File: src/design/mmd_pkg.sv
// Package for the data-space address decoder
package mmd_pkg;
    // ----------------------------------------
    // Address map
    // ----------------------------------------
    localparam int ADDR_W = 14;
    localparam logic [13:0] FAST_RAM_LO = 14'h0000;
    localparam logic [13:0] FAST_RAM_HI = 14'h000e;
    localparam logic [13:0] INDIRECT_ADDR = 14'h000e;
    localparam logic [13:0] INDEX_ADDR = 14'h000f;
    localparam logic [13:0] PERIPH_A_LO = 14'h0010;
    localparam logic [13:0] PERIPH_A_HI = 14'h001e;
    localparam logic [13:0] PAGE_SEL_ADDR = 14'h001f;
    localparam logic [13:0] RAM2_LO = 14'h0020;
    localparam logic [13:0] RAM2_HI = 14'h004f;
    localparam logic [13:0] WINDOW_LO = 14'h00c0;
    localparam logic [13:0] WINDOW_HI = 14'h00ff;
    localparam logic [13:0] PERIPH_B_LO = 14'h0200;
    localparam logic [13:0] PERIPH_B_HI = 14'h023f;
    localparam logic [13:0] NVM_LO = 14'h3800;
    localparam logic [13:0] NVM_HI = 14'h3fff;
    localparam logic [13:0] PAGE0_HI = 14'h00ff;
    // Tiny form reaches 0x00-0x0f, short form 0x00-0x1f
    localparam int TINY_W = 4;
    localparam int SHORT_W = 5;
    localparam int WIN_OFS_W = 6;
    localparam logic [7:0] INDEX_RST = 8'h00;
    localparam logic [7:0] PAGE_SEL_RST = 8'h00;

    // ----------------------------------------
    // Types
    // ----------------------------------------
    typedef enum logic [1:0] {
        MMD_FORM_FULL,
        MMD_FORM_TINY,
        MMD_FORM_SHORT
    } mmd_form_t;

    typedef enum logic [2:0] {
        MMD_TGT_NONE,
        MMD_TGT_RAM,
        MMD_TGT_INDEX,
        MMD_TGT_PERIPH_A,
        MMD_TGT_PAGE_SEL,
        MMD_TGT_PERIPH_B,
        MMD_TGT_NVM
    } mmd_tgt_t;

    typedef struct packed {
        logic valid;
        logic write;
        logic fetch;
        mmd_form_t form;
        logic [13:0] addr;
        logic [7:0] opcode;
        logic [7:0] wdata;
    } mmd_req_t;

    typedef struct packed {
        logic valid;
        logic write;
        logic [13:0] addr;
        logic [7:0] wdata;
    } mmd_mem_t;
endpackage

File: src/design/mmd_decoder.sv
// Data-space address decoder with indirect port and paging window
`timescale 1ns/1ns

// Operation
// - Fast RAM answers at 0x0000-0x000E and general RAM at 0x0020-0x004F.
// - The frequent peripheral group is decoded at 0x0010-0x001E.
// - Any access to an unimplemented address raises a reset request.
// - Address 0x000E is the indirect port, redirected to the index pointer's target.
// - The index pointer is read and written directly at 0x000F.
// - The 8-bit index pointer supplies the address of every indirect access.
// - Reset clears the index pointer to zero.
// - The indirect port reaches 0x0000-0x00BF; index values 0xC0-0xFF go through the paging window.
// - Index 0x0E through the indirect port reaches the RAM byte at 0x000E.
// - Index 0x0F through the indirect port reads or writes the index pointer itself.
// - Tiny-form accesses take their address from the low opcode bits.
// - Short-form accesses take their address from the low opcode bits.
// - With page select 0x00, window byte 0x00CE reaches the RAM byte at 0x000E.
module mmd_decoder (
    input wire logic CORE_CLK,
    input wire logic SYS_RST,
    input wire mmd_pkg::mmd_req_t CPU_REQ,
    output logic [7:0] CPU_RDATA,
    output logic CPU_ACK,
    output logic RESET_REQ,
    output mmd_pkg::mmd_mem_t RAM_REQ,
    input wire logic [7:0] RAM_RDATA,
    output mmd_pkg::mmd_mem_t PERIPH_A_REQ,
    input wire logic [7:0] PERIPH_A_RDATA,
    output mmd_pkg::mmd_mem_t PERIPH_B_REQ,
    input wire logic [7:0] PERIPH_B_RDATA,
    output mmd_pkg::mmd_mem_t NVM_REQ,
    input wire logic [7:0] NVM_RDATA,
    output logic [7:0] INDEX_PTR,
    output logic [7:0] PAGE_SELECT
);
    // ----------------------------------------
    // Address formation
    // ----------------------------------------
    logic [7:0] index_q;
    logic [7:0] page_sel_q;
    logic [13:0] cpu_addr;
    logic [13:0] eff_addr;
    mmd_pkg::mmd_tgt_t tgt;
    logic is_ram;

    always_comb begin
        case (CPU_REQ.form)
            mmd_pkg::MMD_FORM_TINY: begin
                cpu_addr = {{(mmd_pkg::ADDR_W - mmd_pkg::TINY_W){1'b0}},
                            CPU_REQ.opcode[mmd_pkg::TINY_W-1:0]};
            end
            mmd_pkg::MMD_FORM_SHORT: begin
                cpu_addr = {{(mmd_pkg::ADDR_W - mmd_pkg::SHORT_W){1'b0}},
                            CPU_REQ.opcode[mmd_pkg::SHORT_W-1:0]};
            end
            default: begin
                cpu_addr = CPU_REQ.addr;
            end
        endcase
    end

    always_comb begin
        eff_addr = cpu_addr;
        if (cpu_addr == mmd_pkg::INDIRECT_ADDR) begin
            eff_addr = {6'h00, index_q};
        end
        if (eff_addr >= mmd_pkg::WINDOW_LO && eff_addr <= mmd_pkg::WINDOW_HI) begin
            eff_addr = {page_sel_q, eff_addr[mmd_pkg::WIN_OFS_W-1:0]};
        end
    end

    // ----------------------------------------
    // Target decode
    // ----------------------------------------
    always_comb begin
        tgt = mmd_pkg::MMD_TGT_NONE;
        if (eff_addr <= mmd_pkg::FAST_RAM_HI) begin
            tgt = mmd_pkg::MMD_TGT_RAM;
        end else if (eff_addr == mmd_pkg::INDEX_ADDR) begin
            tgt = mmd_pkg::MMD_TGT_INDEX;
        end else if (eff_addr >= mmd_pkg::PERIPH_A_LO && eff_addr <= mmd_pkg::PERIPH_A_HI) begin
            tgt = mmd_pkg::MMD_TGT_PERIPH_A;
        end else if (eff_addr == mmd_pkg::PAGE_SEL_ADDR) begin
            tgt = mmd_pkg::MMD_TGT_PAGE_SEL;
        end else if (eff_addr >= mmd_pkg::RAM2_LO && eff_addr <= mmd_pkg::RAM2_HI) begin
            tgt = mmd_pkg::MMD_TGT_RAM;
        end else if (eff_addr >= mmd_pkg::PERIPH_B_LO && eff_addr <= mmd_pkg::PERIPH_B_HI) begin
            tgt = mmd_pkg::MMD_TGT_PERIPH_B;
        end else if (eff_addr >= mmd_pkg::NVM_LO) begin
            tgt = mmd_pkg::MMD_TGT_NVM;
        end
    end

    assign is_ram = (tgt == mmd_pkg::MMD_TGT_RAM);

    // ----------------------------------------
    // Downstream strobes
    // ----------------------------------------
    always_comb begin
        RAM_REQ = '{valid: CPU_REQ.valid && is_ram, write: CPU_REQ.write,
                    addr: eff_addr, wdata: CPU_REQ.wdata};
        PERIPH_A_REQ = '{valid: CPU_REQ.valid && tgt == mmd_pkg::MMD_TGT_PERIPH_A,
                         write: CPU_REQ.write, addr: eff_addr, wdata: CPU_REQ.wdata};
        PERIPH_B_REQ = '{valid: CPU_REQ.valid && tgt == mmd_pkg::MMD_TGT_PERIPH_B,
                         write: CPU_REQ.write, addr: eff_addr, wdata: CPU_REQ.wdata};
        NVM_REQ = '{valid: CPU_REQ.valid && tgt == mmd_pkg::MMD_TGT_NVM,
                    write: CPU_REQ.write, addr: eff_addr, wdata: CPU_REQ.wdata};
    end

    // ----------------------------------------
    // Local registers
    // ----------------------------------------
    always_ff @(posedge CORE_CLK or posedge SYS_RST) begin
        if (SYS_RST) begin
            index_q <= mmd_pkg::INDEX_RST;
        end else if (CPU_REQ.valid && CPU_REQ.write && tgt == mmd_pkg::MMD_TGT_INDEX) begin
            index_q <= CPU_REQ.wdata;
        end
    end

    always_ff @(posedge CORE_CLK or posedge SYS_RST) begin
        if (SYS_RST) begin
            page_sel_q <= mmd_pkg::PAGE_SEL_RST;
        end else if (CPU_REQ.valid && CPU_REQ.write && tgt == mmd_pkg::MMD_TGT_PAGE_SEL) begin
            page_sel_q <= CPU_REQ.wdata;
        end
    end

    // ----------------------------------------
    // Answer to the core
    // ----------------------------------------
    logic [7:0] rdata_d;
    mmd_pkg::mmd_tgt_t tgt_q;
    logic rd_q;

    always_comb begin
        case (tgt)
            mmd_pkg::MMD_TGT_RAM: rdata_d = RAM_RDATA;
            mmd_pkg::MMD_TGT_INDEX: rdata_d = index_q;
            mmd_pkg::MMD_TGT_PERIPH_A: rdata_d = PERIPH_A_RDATA;
            mmd_pkg::MMD_TGT_PAGE_SEL: rdata_d = page_sel_q;
            mmd_pkg::MMD_TGT_PERIPH_B: rdata_d = PERIPH_B_RDATA;
            mmd_pkg::MMD_TGT_NVM: rdata_d = NVM_RDATA;
            default: rdata_d = 8'h00;
        endcase
    end

    always_ff @(posedge CORE_CLK or posedge SYS_RST) begin
        if (SYS_RST) begin
            CPU_RDATA <= 8'h00;
            CPU_ACK <= 1'b0;
            RESET_REQ <= 1'b0;
            tgt_q <= mmd_pkg::MMD_TGT_NONE;
            rd_q <= 1'b0;
        end else begin
            CPU_RDATA <= (CPU_REQ.valid && !CPU_REQ.write) ? rdata_d : CPU_RDATA;
            CPU_ACK <= CPU_REQ.valid && tgt != mmd_pkg::MMD_TGT_NONE;
            RESET_REQ <= CPU_REQ.valid && tgt == mmd_pkg::MMD_TGT_NONE;
            tgt_q <= tgt;
            rd_q <= CPU_REQ.valid && !CPU_REQ.write;
        end
    end

    assign INDEX_PTR = index_q;
    assign PAGE_SELECT = page_sel_q;
endmodule

File: config.mk
export PLATFORM = sky130hd
export DESIGN_NAME = mmd_decoder
export DESIGN_NICKNAME = d
export VERILOG_FILES = /design/src/design/mmd_pkg.sv /design/src/design/mmd_decoder.sv
export SDC_FILE = /design/constraint.sdc
export NUM_CORES = 1
export LEC_CHECK = 0
export ABC_AREA = 1
export BUFFER_PORTS_ARGS = -buffer_cell sky130_fd_sc_hd__buf_2
export CAP_MARGIN = 0
export CORE_UTILIZATION = 45
export CTS_CLUSTER_DIAMETER = 30
export CTS_CLUSTER_SIZE = 30
export DETAILED_ROUTE_END_ITERATION = 16
export GPL_TIMING_DRIVEN = 1
export PLACE_DENSITY = 0.86
export SETUP_SLACK_MARGIN = 0.3
export SYNTH_ARGS = -nofsm -noshare
export SYNTH_HDL_FRONTEND = slang
export SYNTH_SLANG_ARGS = --single-unit
File: constraint.sdc
create_clock -name CORE_CLK -period 5.42 [get_ports CORE_CLK]
set_input_delay 0.271 -clock CORE_CLK [delete_from_list [all_inputs] [get_ports CORE_CLK]]
set_output_delay 0.271 -clock CORE_CLK [all_outputs]
set_load 0.05 [all_outputs]
* After elaboration in Yosys (flattened, before gate mapping) *
Cells that the tools add are included.

storage, ports and cells
  register bits after elaboration = 26
  latch bits = 0
  RAM bits = 0
  ROM bits = 0
  logic and storage cells = 54
  memories = 0

operators by class
  $add $sub $neg = 0
  multiply operators = 0
  divide/modulo/power cells = 0
  magnitude comparators = 10
  equal/unequal tests = 11
  shift-type cells = 0
  multiplexer cells = 11
  bitwise logic cells = 0
  reductions and logical operators = 17

operators with widths
  cell                                                                  number
  one-hot mux 8 bit (6 select lines)                                    1
  equality test 14 x 4 -> 1 bit (second input constant)                 2
  two-way mux 14 bit                                                    2
  one-hot mux 14 bit (2 select lines)                                   1
  two-way mux 3 bit                                                     7
  equality test 14 x 5 -> 1 bit (second input constant)                 1
  greater-or-equal comparator 14 x 10 -> 1 bit (second input constant)  1
  greater-or-equal comparator 14 bit (second input constant)            1
  greater-or-equal comparator 14 x 5 -> 1 bit (second input constant)   1
  greater-or-equal comparator 14 x 6 -> 1 bit (second input constant)   1
  greater-or-equal comparator 14 x 8 -> 1 bit (second input constant)   1
  <= comparator 14 x 10 -> 1 bit (second input constant)                1
  <= comparator 14 x 4 -> 1 bit (second input constant)                 1
  <= comparator 14 x 5 -> 1 bit (second input constant)                 1
  <= comparator 14 x 7 -> 1 bit (second input constant)                 1
  <= comparator 14 x 8 -> 1 bit (second input constant)                 1
  logical AND 1 bit                                                     14
  equality test 3 bit (second input constant)                           3
  equality test 3 x 2 -> 1 bit (second input constant)                  2
  equality test 3 x 1 -> 1 bit (second input constant)                  1
  zero test 3 bit                                                       1
  nonzero test 3 bit                                                    1
  equality test 2 x 1 -> 1 bit (second input constant)                  1
  equality test 2 bit (second input constant)                           1
  zero test 1 bit                                                       1

* Depth between registers and ports, before layout *
Gate-level depths: netlist of run 1.

  depth after elaboration = 17
  mapped depth = 25
  mapped depth without buffers = 24

* Worst setup path after synthesis of run 1 *
Ideal clock, no wire load.

  path kind = input port to output port
  start = input CPU_REQ[30] (netlist bit)
  end = output RAM_REQ[23] (netlist bit)
  arrival = 3.636 ns
  required time = 5.149 ns
  slack = 1.513 ns
  stages on the path = 21
  buffers on the path = 2
  cell sequence = inv_1 ha_1 buf_6 buf_6 nand2_1 nand2_1 nand2_1 nor2_4 nand2_1 nor2_1 nor2_1 nand2_1 nor2_1 nor2_1 nor2_1 nor2_1 nand3_1 nand2_1 nor2_4 nand3_1 nor2_1

RTL lines
  what         line               source
  from (decl)  mmd_decoder.sv:21  input wire mmd_pkg::mmd_req_t CPU_REQ,
  to (decl)    mmd_decoder.sv:25  output mmd_pkg::mmd_mem_t RAM_REQ,

==> results.md, run 1 <==
- Commonest non-fill, non-tap cell in the layout: buf_2
- DRC viols: 0
- Detailed Route WL: 7630 microns
- Final TNS setup: 0 ns
- Max-cap violations: 0
- CP most frequent cell: nand2_1
- Final GP Congestion: 0.900
- Hold-fix buffers, CTS: 0
- Post-route clock period utilization: 75.1%
- Endpoints failing hold: 0
- Worst reg2reg setup slack: 2.89 ns
- FFs w/ async S/R, synth: 100%
- Max Root-Sink Buffers: 2
- H-tree depth: 1
- Synth Register Bits: 26
- Commonest non-fill, non-tap cells in the layout: buf_2 (186), nand2_1 (107), inv_1 (45)
- Synth Instances: 413
- ANT nets after route: 0
- Setup Viol. Count Final: 0
- Clock root cell: clkbuf_8
- Synth warn: 0
- Crit-path max cell delay: 0.67 ns
- Initial antenna violation count: 0
- PwrDens: 265 mW/mm^2
- R2r endpoint: CPU_RDATA[1]
- Die span in y: 80.3 microns
- Cell Area, Synth: 0.00276 sq mm
- RSZ-0062 raised after global routing: false
- Post-CTS sizing: 0
- Critical Path Fanout Max: 18
- Multi-input gate area: 0.00127 sq mm
- ANT cells: 0
- CTS tree: done
- EDFF count, synth: 0
- WS Path Type: input pin to primary output
- 1st-iter DRT viols: 167
- R2R depth: 14
- Synth area leaders: dfrtp_1 (24%), buf_4 (21%), nand2_1 (15%)
- Syn_nets: 484
- Post-Syn Area per Cell: 6.68 sq um
- Worst Tran Pin Value: 1.03 ns
- Clock period minus final worst setup slack: 4.07 ns
- Netlist cell types: 32
- Total of fill cells in the finished design: 597
- Post-CTS Setup Bufs: 0
- Core ar.: 0.00592 sq mm
- Clock sinks: 26
- DR vias/cell: 4.95
- Clock Skews: 0.00433 ns
- Number of I/O pins: 191
- Worst Hold Class: input pin to asynchronous set/reset pin
- Layout cells sized above 1: 43.8%
- Drt pass-1 iters: 4
- DR WL/cell: 12.9 microns
- Buffers plus inverters on the worst setup path: 5
- Gr ovfl total: 0
- Register area share after synthesis: 23.6%
- Top cell type's share of synthesized area: 23.6%
- Ys flop type: dfrtp_1
- Largest net degree at the start of global routing: 27
- Slew Limit Fails: 0
- IO Port Bufs: 186
- Tot GR Track Use: 23.2%
- Critical path required time: 5.15 ns
- Max Clock Freq: 246 MHz
- Top delay family on crit path: simple AND/OR/NAND/NOR gates
- Clock transition at path regs: 0.10 ns
- Post-synth top area cell: dfrtp_1
- Die area: 0.00645 sq mm
- VDD IR max: 0.154 mV
- Leakage: 2.00 nW
- Area grow syn2layout: 16.1%
- Worst path arrival time: 3.80 ns
- CP max-delay cell: ha_1
- Site Rows: 28
- Clock Latency Late Sink: 0.27 ns
- Startpoint types: input pin
- Status: completed
- Initial Util: 46.6%
- Worst reg2reg path startpoint: INDEX_PTR[1]
- First-pass GRT wire length: 11600 microns
- Placed insts: 589
- CTS Buf Count: 3
- Fin nets: 590
- Horiz. Die Dim: 80.3 microns
- Crit end category: primary output
- Final cell count without fillers: 593
- DP HPWL: 6270 microns
- Vias in the first global route: 2545
- CP cell instances: buf_2 -> inv_1 -> ha_1 -> inv_4 -> or2_0 -> nand2_1 -> nand2_2 -> nor2_4 -> nand2_1 -> inv_1 -> nand2_1 -> nand2_1 -> nand2_1 -> nor2_1 -> nor2_1 -> nor2_1 -> nor2_1 -> nand3_1 -> nand2_1 -> nor2_4 -> nand3_1 -> nor2_1 -> buf_2
- Normalized max-slew margin: 31.0%
- Flip-flop and latch area: 651 sq um
- Via Count: 2935
==> per-layer routing <==
metal	vias to the layer above	wire length [microns]	GRT usage, %
met1	1328	3090	28.4
met4	0	184	8.04
met5	-	0	0
met2	153	3810	42.3
met3	21	543	1.93
li1	1433	-	-
==> final cells by class <==
type	count	share of cell area (%)
clock buffer	3	1.29
clock inverter	1	0.937
inverter	50	5.97
multi-input combinational	252	39.5
sequential	26	20.3
tap	75	2.93
timing repair buffer	186	29.1
==> cell usage after synthesis, types with 5 or more instances <==
master   instances
buf_6            5
dfrtp_1         26
nand4_1         16
buf_4           78
nor2_4           5
nor2_2           6
nor2_1          36
or2_2            6
nand2_1        107
inv_1           45
nand2_2          5
o21ai_0         19
nand3_1         22
==> cells by family after synthesis <==
| group | Yosys count | synth area share, % |
|---|---|---|
| AOI/OAI and AO/OA | 28 | 5.58 |
| buffers and inverters | 135 | 30.6 |
| adders and majority gates | 2 | 0.906 |
| and+or+nand+nor | 218 | 37.5 |
| DFF | 26 | 23.6 |
| muxes | 4 | 1.90 |
==> registers in the layout (all words and copies together), names as in the netlist <==
signal       flops
PAGE_SELECT      8
RESET_REQ        1
INDEX_PTR        8
CPU_RDATA        8
CPU_ACK          1
==> worst max path at each step <==
stage / from / endpoint / slack [ns] / cells after the start
detailed placement: CPU_REQ[30] / RAM_REQ[23] / 1.38 / 23
floorplan: CPU_REQ[30] / RAM_REQ[23] / 1.51 / 21
global placement: CPU_REQ[30] / RAM_REQ[23] / 1.45 / 23
CTS: CPU_REQ[30] / RAM_REQ[23] / 1.36 / 23
global route: CPU_REQ[30] / RAM_REQ[23] / 0.99 / 22
finish: CPU_REQ[30] / RAM_REQ[23] / 1.35 / 23
==> through the flow <==
step	utilization, %	instance area, sq um	hold slack (ns)	setup WS (ns)	power, mW
global placement	52.9	3130	0.468	1.45	0.683
CTS	54.1	3200	0.258	1.36	0.851
floorplan	-	2760	0.311	1.51	0.640
detailed placement	52.9	3130	0.468	1.38	0.689
global route	54.1	3200	0.274	0.995	0.888
finish	54.1	3200	0.225	1.35	0.848
==> power breakdown <==
group	switching, mW	internal, mW
Sequential	0.00748	0.207
Clock	0.0646	0.0989
Combinational	0.369	0.101
Total	0.441	0.407
No activity file was read; power rests on OpenSTA's default activity.
==> inputs of run 2 (changes only) <==
--- a/config.mk
+++ b/config.mk
@@ -8,12 +8,12 @@
 export ABC_AREA = 1
 export BUFFER_PORTS_ARGS = -buffer_cell sky130_fd_sc_hd__buf_2
 export CAP_MARGIN = 0
-export CORE_UTILIZATION = 45
+export CORE_UTILIZATION = 38
 export CTS_CLUSTER_DIAMETER = 30
 export CTS_CLUSTER_SIZE = 30
 export DETAILED_ROUTE_END_ITERATION = 16
 export GPL_TIMING_DRIVEN = 1
-export PLACE_DENSITY = 0.86
+export PLACE_DENSITY = 0.78
 export SETUP_SLACK_MARGIN = 0.3
 export SYNTH_ARGS = -nofsm -noshare
 export SYNTH_HDL_FRONTEND = slang
==> constraint.sdc (replaced) <==
create_clock -name CORE_CLK -period 3.42 [get_ports CORE_CLK]
set_input_delay 0.171 -clock CORE_CLK [delete_from_list [all_inputs] [get_ports CORE_CLK]]
set_output_delay 0.171 -clock CORE_CLK [all_outputs]
set_load 0.05 [all_outputs]
==> run 2 against run 1 <==
Net effect:
- routed wire length rose by 15%
- combinational power up 73%
- die area rose by 18%
- sequential share of layout area decreased by 2.0 points
- flip-flop and latch count unchanged
- critical path depth is the same
- clock skew about the same
- non-clock buffer count grew 21
- design area up 11%
- register-to-register slack worse by 1.9 ns
- setup slack worse by 0.98 ns
- highest routed layer unchanged
==> results.md, run 2 (synthesis gave the netlist of run 1 again) <==
- First-pass GRT wire length: 12200 microns (+5.1%)
- Post-route clock period utilization: 89.1%
- Max-cap violations: 0 (unchanged)
- Final GP Congestion: 0.883 (-1.8%)
- Die area: 0.00761 sq mm (+18%)
- IO Port Bufs: 186 (unchanged)
- Startpoint types: input pin
- Placed insts: 615 (+4.4%)
- Crit end category: primary output
- Layout cells sized above 1: 50.6% (+6.8 points)
- DRC viols: 0 (unchanged)
- DR WL/cell: 13.8 microns (+6.9%)
- Status: completed
- Vias in the first global route: 2576 (+1.2%)
- Initial Util: 40.0% (-6.7 points)
- WS Path Type: input pin to primary output
- Worst Hold Class: input pin to asynchronous set/reset pin
- Commonest non-fill, non-tap cell in the layout: buf_2
- ANT nets after route: 0 (unchanged)
- Gr ovfl total: 0 (unchanged)
- Endpoints failing hold: 0 (unchanged)
- Max Root-Sink Buffers: 2 (unchanged)
- Worst reg2reg path startpoint: INDEX_PTR[7]
- Drt pass-1 iters: 4 (unchanged)
- DR vias/cell: 4.82 (-2.5%)
- Clock sinks: 26 (unchanged)
- Max Clock Freq: 328 MHz
- Clock Skews: 0.00405 ns (-0.000281 ns)
- Normalized max-slew margin: 31.7% (+0.64 points)
- Worst setup path start: CPU_REQ[30]
- Core ar.: 0.00691 sq mm (+17%)
- H-tree depth: 1 (unchanged)
- Worst Tran Pin Value: 1.02 ns (-0.00961 ns)
- Horiz. Die Dim: 87.2 microns (+8.6%)
- Clock root cell: clkbuf_8
- Slew Limit Fails: 0 (unchanged)
- DP HPWL: 6680 microns (+6.5%)
- Commonest non-fill, non-tap cells in the layout: buf_2 (184), nand2_1 (95), inv_1 (45)
- ANT cells: 0 (unchanged)
- Largest net degree at the start of global routing: 27 (unchanged)
- Worst path arrival time: 2.88 ns (-0.92 ns)
- PwrDens: 381 mW/mm^2 (+44%)
- CTS Buf Count: 3 (unchanged)
- Critical path required time: 3.25 ns (-1.90 ns)
- Initial antenna violation count: 0 (unchanged)
- Area grow syn2layout: 28.7%
- CTS tree: done
- Final cell count without fillers: 637 (+7.4%)
- Die span in y: 87.2 microns (+8.6%)
- Detailed Route WL: 8770 microns (+15%)
- Final TNS setup: 0 ns (unchanged)
- Fin nets: 613 (+3.9%)
- Tot GR Track Use: 20.8% (-2.4 points)
- Critical Path Fanout Max: 9 (-9)
- Via Count: 3073 (+4.7%)
- VDD IR max: 0.227 mV (+48%)
- Setup Viol. Count Final: 0 (unchanged)
- RSZ-0062 raised after global routing: true
- Number of I/O pins: 191 (unchanged)
- Clock Latency Late Sink: 0.27 ns (about the same)
- Clock period minus final worst setup slack: 3.05 ns
- Site Rows: 30 (+7.1%)
- 1st-iter DRT viols: 111 (-34%)
- Leakage: 2.14 nW (+7.0%)
- R2R depth: 12 (-2)
- Clock transition at path regs: 0.09 ns (about the same)
-- run 2: through the flow --
stage | worst slack (ns) | hold slack [ns] | instance area [sq um] | util (%) | power (mW)
4_1_cts | 0.310 | 0.161 | 3320 | 48.1 | 1.31
3_5_place_dp | 0.188 | 0.447 | 3240 | 46.9 | 1.11
5_1_grt | 0.212 | 0.169 | 3550 | 51.4 | 1.42
6_report | 0.372 | 0.128 | 3550 | 51.4 | 1.35
2_1_floorplan | 0.186 | 0.211 | 2790 | - | 1.02
3_3_place_gp | 0.263 | 0.443 | 3240 | 46.9 | 1.10
-- run 2: layout make-up --
class / count / area (sq um)
Tap cell: 96 / 120
Clock buffer: 4 / 55.1
Fill cell: 713 / 3350
Inverter: 50 / 191
Multi-Input combinational cell: 254 / 1410
Timing Repair Buffer: 207 / 1130
Sequential cell: 26 / 651
-- run 2: path summary, 6_finish.rpt --
kind	slack, ns	endpoint
setup / recovery	0.37	RAM_REQ[23]
hold / removal	0.13	RESET_REQ
setup reg to reg	1.03	INDEX_PTR[7]
hold reg to reg	0.50	CPU_RDATA[1]
max in group asynchronous	2.67	INDEX_PTR[6]
min in group CORE_CLK	0.16	PAGE_SELECT[5]
-- run 2: per-layer routing --
layer,up-vias,wire length [microns],global-route usage [%]
li1,1474,-,-
met1,1401,3460,26.2
met2,179,4500,38.4
met3,19,645,1.33
met4,0,166,5.37
met5,-,0,0
-- run 2: timing repair --
| item | 4_1_cts | 5_1_grt |
|---|---|---|
| hold buffers | 0 | 0 |
| setup endpoints to repair | 1 | 12 |
| gates cloned | 0 | 3 |
| pin swaps | 2 | 15 |
| gates resized for setup | 3 | 23 |
| hold endpoints to repair | 0 | 0 |
| setup buffers | 2 | 13 |
-- run 2: power by group --
part | internal, mW | leakage (nW) | total (mW) | switching, mW
Sequential | 0.328 | 0.316 | 0.341 | 0.0131
Combinational | 0.201 | 1.79 | 0.814 | 0.613
Clock | 0.103 | 0.0288 | 0.200 | 0.0965
-- run 2: critical path: stages --
cell	delay [ns]
buf_2	0.10
inv_1	0.06
ha_4	0.31
buf_12	0.14
inv_4	0.04
or2_0	0.19
nand2_1	0.09
nand2_2	0.07
nor2_4	0.19
nand2_2	0.11
inv_1	0.08
nand2_1	0.05
nand2_1	0.09
buf_4	0.15
inv_1	0.05
nand2_1	0.15
inv_1	0.11
nand3_2	0.12
nand2_1	0.10
nor2_4	0.13
nand3_1	0.09
nor2_2	0.12
buf_6	0.17
==> inputs of run 3 (changes only) <==
--- a/config.mk
+++ b/config.mk
@@ -14,7 +14,9 @@
 export DETAILED_ROUTE_END_ITERATION = 16
 export GPL_TIMING_DRIVEN = 1
 export PLACE_DENSITY = 0.78
+export REMOVE_ABC_BUFFERS = 1
 export SETUP_SLACK_MARGIN = 0.3
+export SKIP_LAST_GASP = 1
 export SYNTH_ARGS = -nofsm -noshare
 export SYNTH_HDL_FRONTEND = slang
 export SYNTH_SLANG_ARGS = --single-unit
==> run 3 against run 2 <==
Net effect:
- clock skew is essentially flat
- die area is the same
- largest cell class unchanged
- critical path type unchanged
- global-route usage rose by 0.32 points
- sequential share of layout area grew 0.065 points
- largest power group unchanged
- hold slack got worse by 0.00078 ns
==> results.md, run 3 (synthesis gave the netlist of run 1 again) <==
- Status: completed
- CTS Buf Count: 3 (unchanged)
- Initial Util: 40.0% (unchanged)
- Endpoints failing hold: 0 (unchanged)
- Total of fill cells in the finished design: 719 (+0.84%)
- Clock transition at path regs: 0.09 ns (about the same)
- Clock root cell: clkbuf_8
- Fin nets: 616 (+0.49%)
- Clock Skews: 0.00453 ns (+0.000480 ns)
- Max-cap violations: 0 (unchanged)
- Sw Ratio: 53.2% (-0.17 points)
- Startpoint types: input pin
- Via Count: 3053 (-0.65%)
- Final worst setup slack: 0.380 ns (+0.00816 ns)
- Final Power: 1.35 mW (-0.57%)
- Worst Tran Pin Value: 1.01 ns (-0.0115 ns)
- Leakage: 2.14 nW (+0.27%)
- Clock Latency Late Sink: 0.27 ns (about the same)
- WS Path Type: input pin to primary output
- First-pass GRT wire length: 12600 microns (+3.1%)
- DRC viols: 0 (unchanged)
- IO Port Bufs: 186 (unchanged)
- WHS: 0.128 ns (-0.000780 ns)
- Core ar.: 0.00691 sq mm (unchanged)
- Normalized max-slew margin: 32.4% (+0.77 points)
- Clock sinks: 26 (unchanged)
- Drt pass-1 iters: 4 (unchanged)
- ANT cells: 0 (unchanged)
- Die span in y: 87.2 microns (unchanged)
- Post-route clock period utilization: 88.9% (-0.24 points)
- VDD IR max: 0.208 mV (-8.5%)
- Setup Viol. Count Final: 0 (unchanged)
- Final GP Congestion: 0.901 (+2.1%)
- R2r endpoint: CPU_RDATA[3]
- Crit end category: primary output
- RSZ-0062 raised after global routing: true
- Area grow syn2layout: 28.2%
- Slew Limit Fails: 0 (unchanged)
- Gr ovfl total: 0 (unchanged)
- Initial antenna violation count: 0 (unchanged)
- DR WL/cell: 13.4 microns (-2.9%)
- Tot GR Track Use: 21.1% (+0.32 points)
- Worst path arrival time: 2.87 ns (about the same)
- Critical Path Fanout Max: 9 (unchanged)
- DR vias/cell: 4.77 (-1.1%)
- R2R depth: 15 (+3)
- 1st-iter DRT viols: 164 (+48%)
- Max Root-Sink Buffers: 2 (unchanged)
- Number of I/O pins: 191 (unchanged)
- PwrDens: 381 mW/mm^2 (-0.22%)
- Worst Hold Class: input pin to asynchronous set/reset pin
- Horiz. Die Dim: 87.2 microns (unchanged)
- Hold-fix buffers, CTS: 0 (unchanged)
- Layout cells sized above 1: 49.6% (-1.0 points)
- Final TNS setup: 0 ns (unchanged)
- Largest net degree at the start of global routing: 27 (unchanged)
- Vias in the first global route: 2638 (+2.4%)
- Die area: 0.00761 sq mm (unchanged)
- Critical path required time: 3.25 ns (about the same)
- Logic pwr share: 60.0% (about the same)
- Commonest non-fill, non-tap cells in the layout: buf_2 (185), nand2_1 (97), inv_1 (45)
- Clock period minus final worst setup slack: 3.04 ns (-0.00816 ns)
- Flip-flop and latch area: 651 sq um (unchanged)
- DP HPWL: 6750 microns (+1.0%)
- Seq pwr share: 25.3% (about the same)
- Worst reg2reg path startpoint: INDEX_PTR[6]
- H-tree depth: 1 (unchanged)
- Worst reg2reg setup slack: 0.95 ns (-0.08 ns)
- Clock power frac: 14.7% (about the same)
- Worst slack, placed: 0.138 ns (-0.0505 ns)
- Internal Pwr Total: 0.630 mW (-0.21%)
- Max Clock Freq: 329 MHz (+0.27%)
- Multi-input gate area: 0.00136 sq mm (-3.6%)
- ANT nets after route: 0 (unchanged)
- CTS tree: done
- P_sw: 0.716 mW (-0.89%)
- Commonest non-fill, non-tap cell in the layout: buf_2
- Detailed Route WL: 8560 microns (-2.4%)
- Site Rows: 30 (unchanged)
==> run 3: changes by cell type in the layout (fill, tap and decap cells not counted), sizes merged <==
cell	delta
clkbuf	-1
buf	+6
nand2	-2
==> run 3: worst max path at each step <==
stage                     start               end  depth (start not counted)
global placement    CPU_REQ[30]       RAM_REQ[23]                         22
global route        CPU_REQ[30]       RAM_REQ[23]                         22
CTS                 CPU_REQ[30]       RAM_REQ[23]                         22
finish              CPU_REQ[30]  PERIPH_A_REQ[23]                         21
floorplan           CPU_REQ[30]       RAM_REQ[23]                         20
detailed placement  CPU_REQ[30]       RAM_REQ[23]                         22
==> run 3: layer usage <==
layer  wire (microns)  GRT usage (%)
met5                0              0
met1             3550           26.9
met3              622           1.99
met4              168           5.37
met2             4220           38.2
==> run 3: power by group through the flow <==
stage               clock (mW)  sequential, mW  combinational (mW)
floorplan                    0           0.420               0.406
global placement             0           0.345               0.758
detailed placement           0           0.346               0.767
CTS                      0.202           0.340               0.771
global route             0.219           0.343               0.854
finish                   0.198           0.341               0.808
==> run 3: worst max-delay path, cell delays in order <==
cell and delay, ns:
buf_2 0.11, inv_1 0.09, ha_4 0.22, buf_4 0.16
nand2_1 0.11, nand2_1 0.08, nor2_1 0.12, nand2_1 0.11
nor2_4 0.16, nand3_2 0.10, nand2_4 0.14, nand3_1 0.11
nand2_1 0.09, nand2_2 0.09, nor2_4 0.17, nand2_1 0.07
nor2_1 0.13, nand3_2 0.14, buf_4 0.20, nor2_2 0.10
buf_6 0.16
==> run 3: cell type report <==
| class | count | share of cell area [%] |
|---|---|---|
| flip-flops and latches | 26 | 18.4 |
| well taps | 96 | 3.39 |
| repair buffers | 212 | 32.9 |
| inverters | 50 | 5.41 |
| multi-input cells | 252 | 38.4 |
| clock buffers | 4 | 1.56 |
==> run 3: stage by stage <==
step	std cells	utilization, %	cell area (sq um)
final	640	51.2	3540
after floorplan	328	-	2110
after CTS	626	48.1	3320
after detailed placement	622	47.0	3250
after global routing	640	51.2	3540
after global placement	622	47.0	3250
==> run 3: repair_timing <==
action,CTS,global route
setup buffers,0,14
pin swaps,0,12
endpoints found under the setup margin,2,23
hold endpoints to repair,0,0
gates resized for setup,4,25
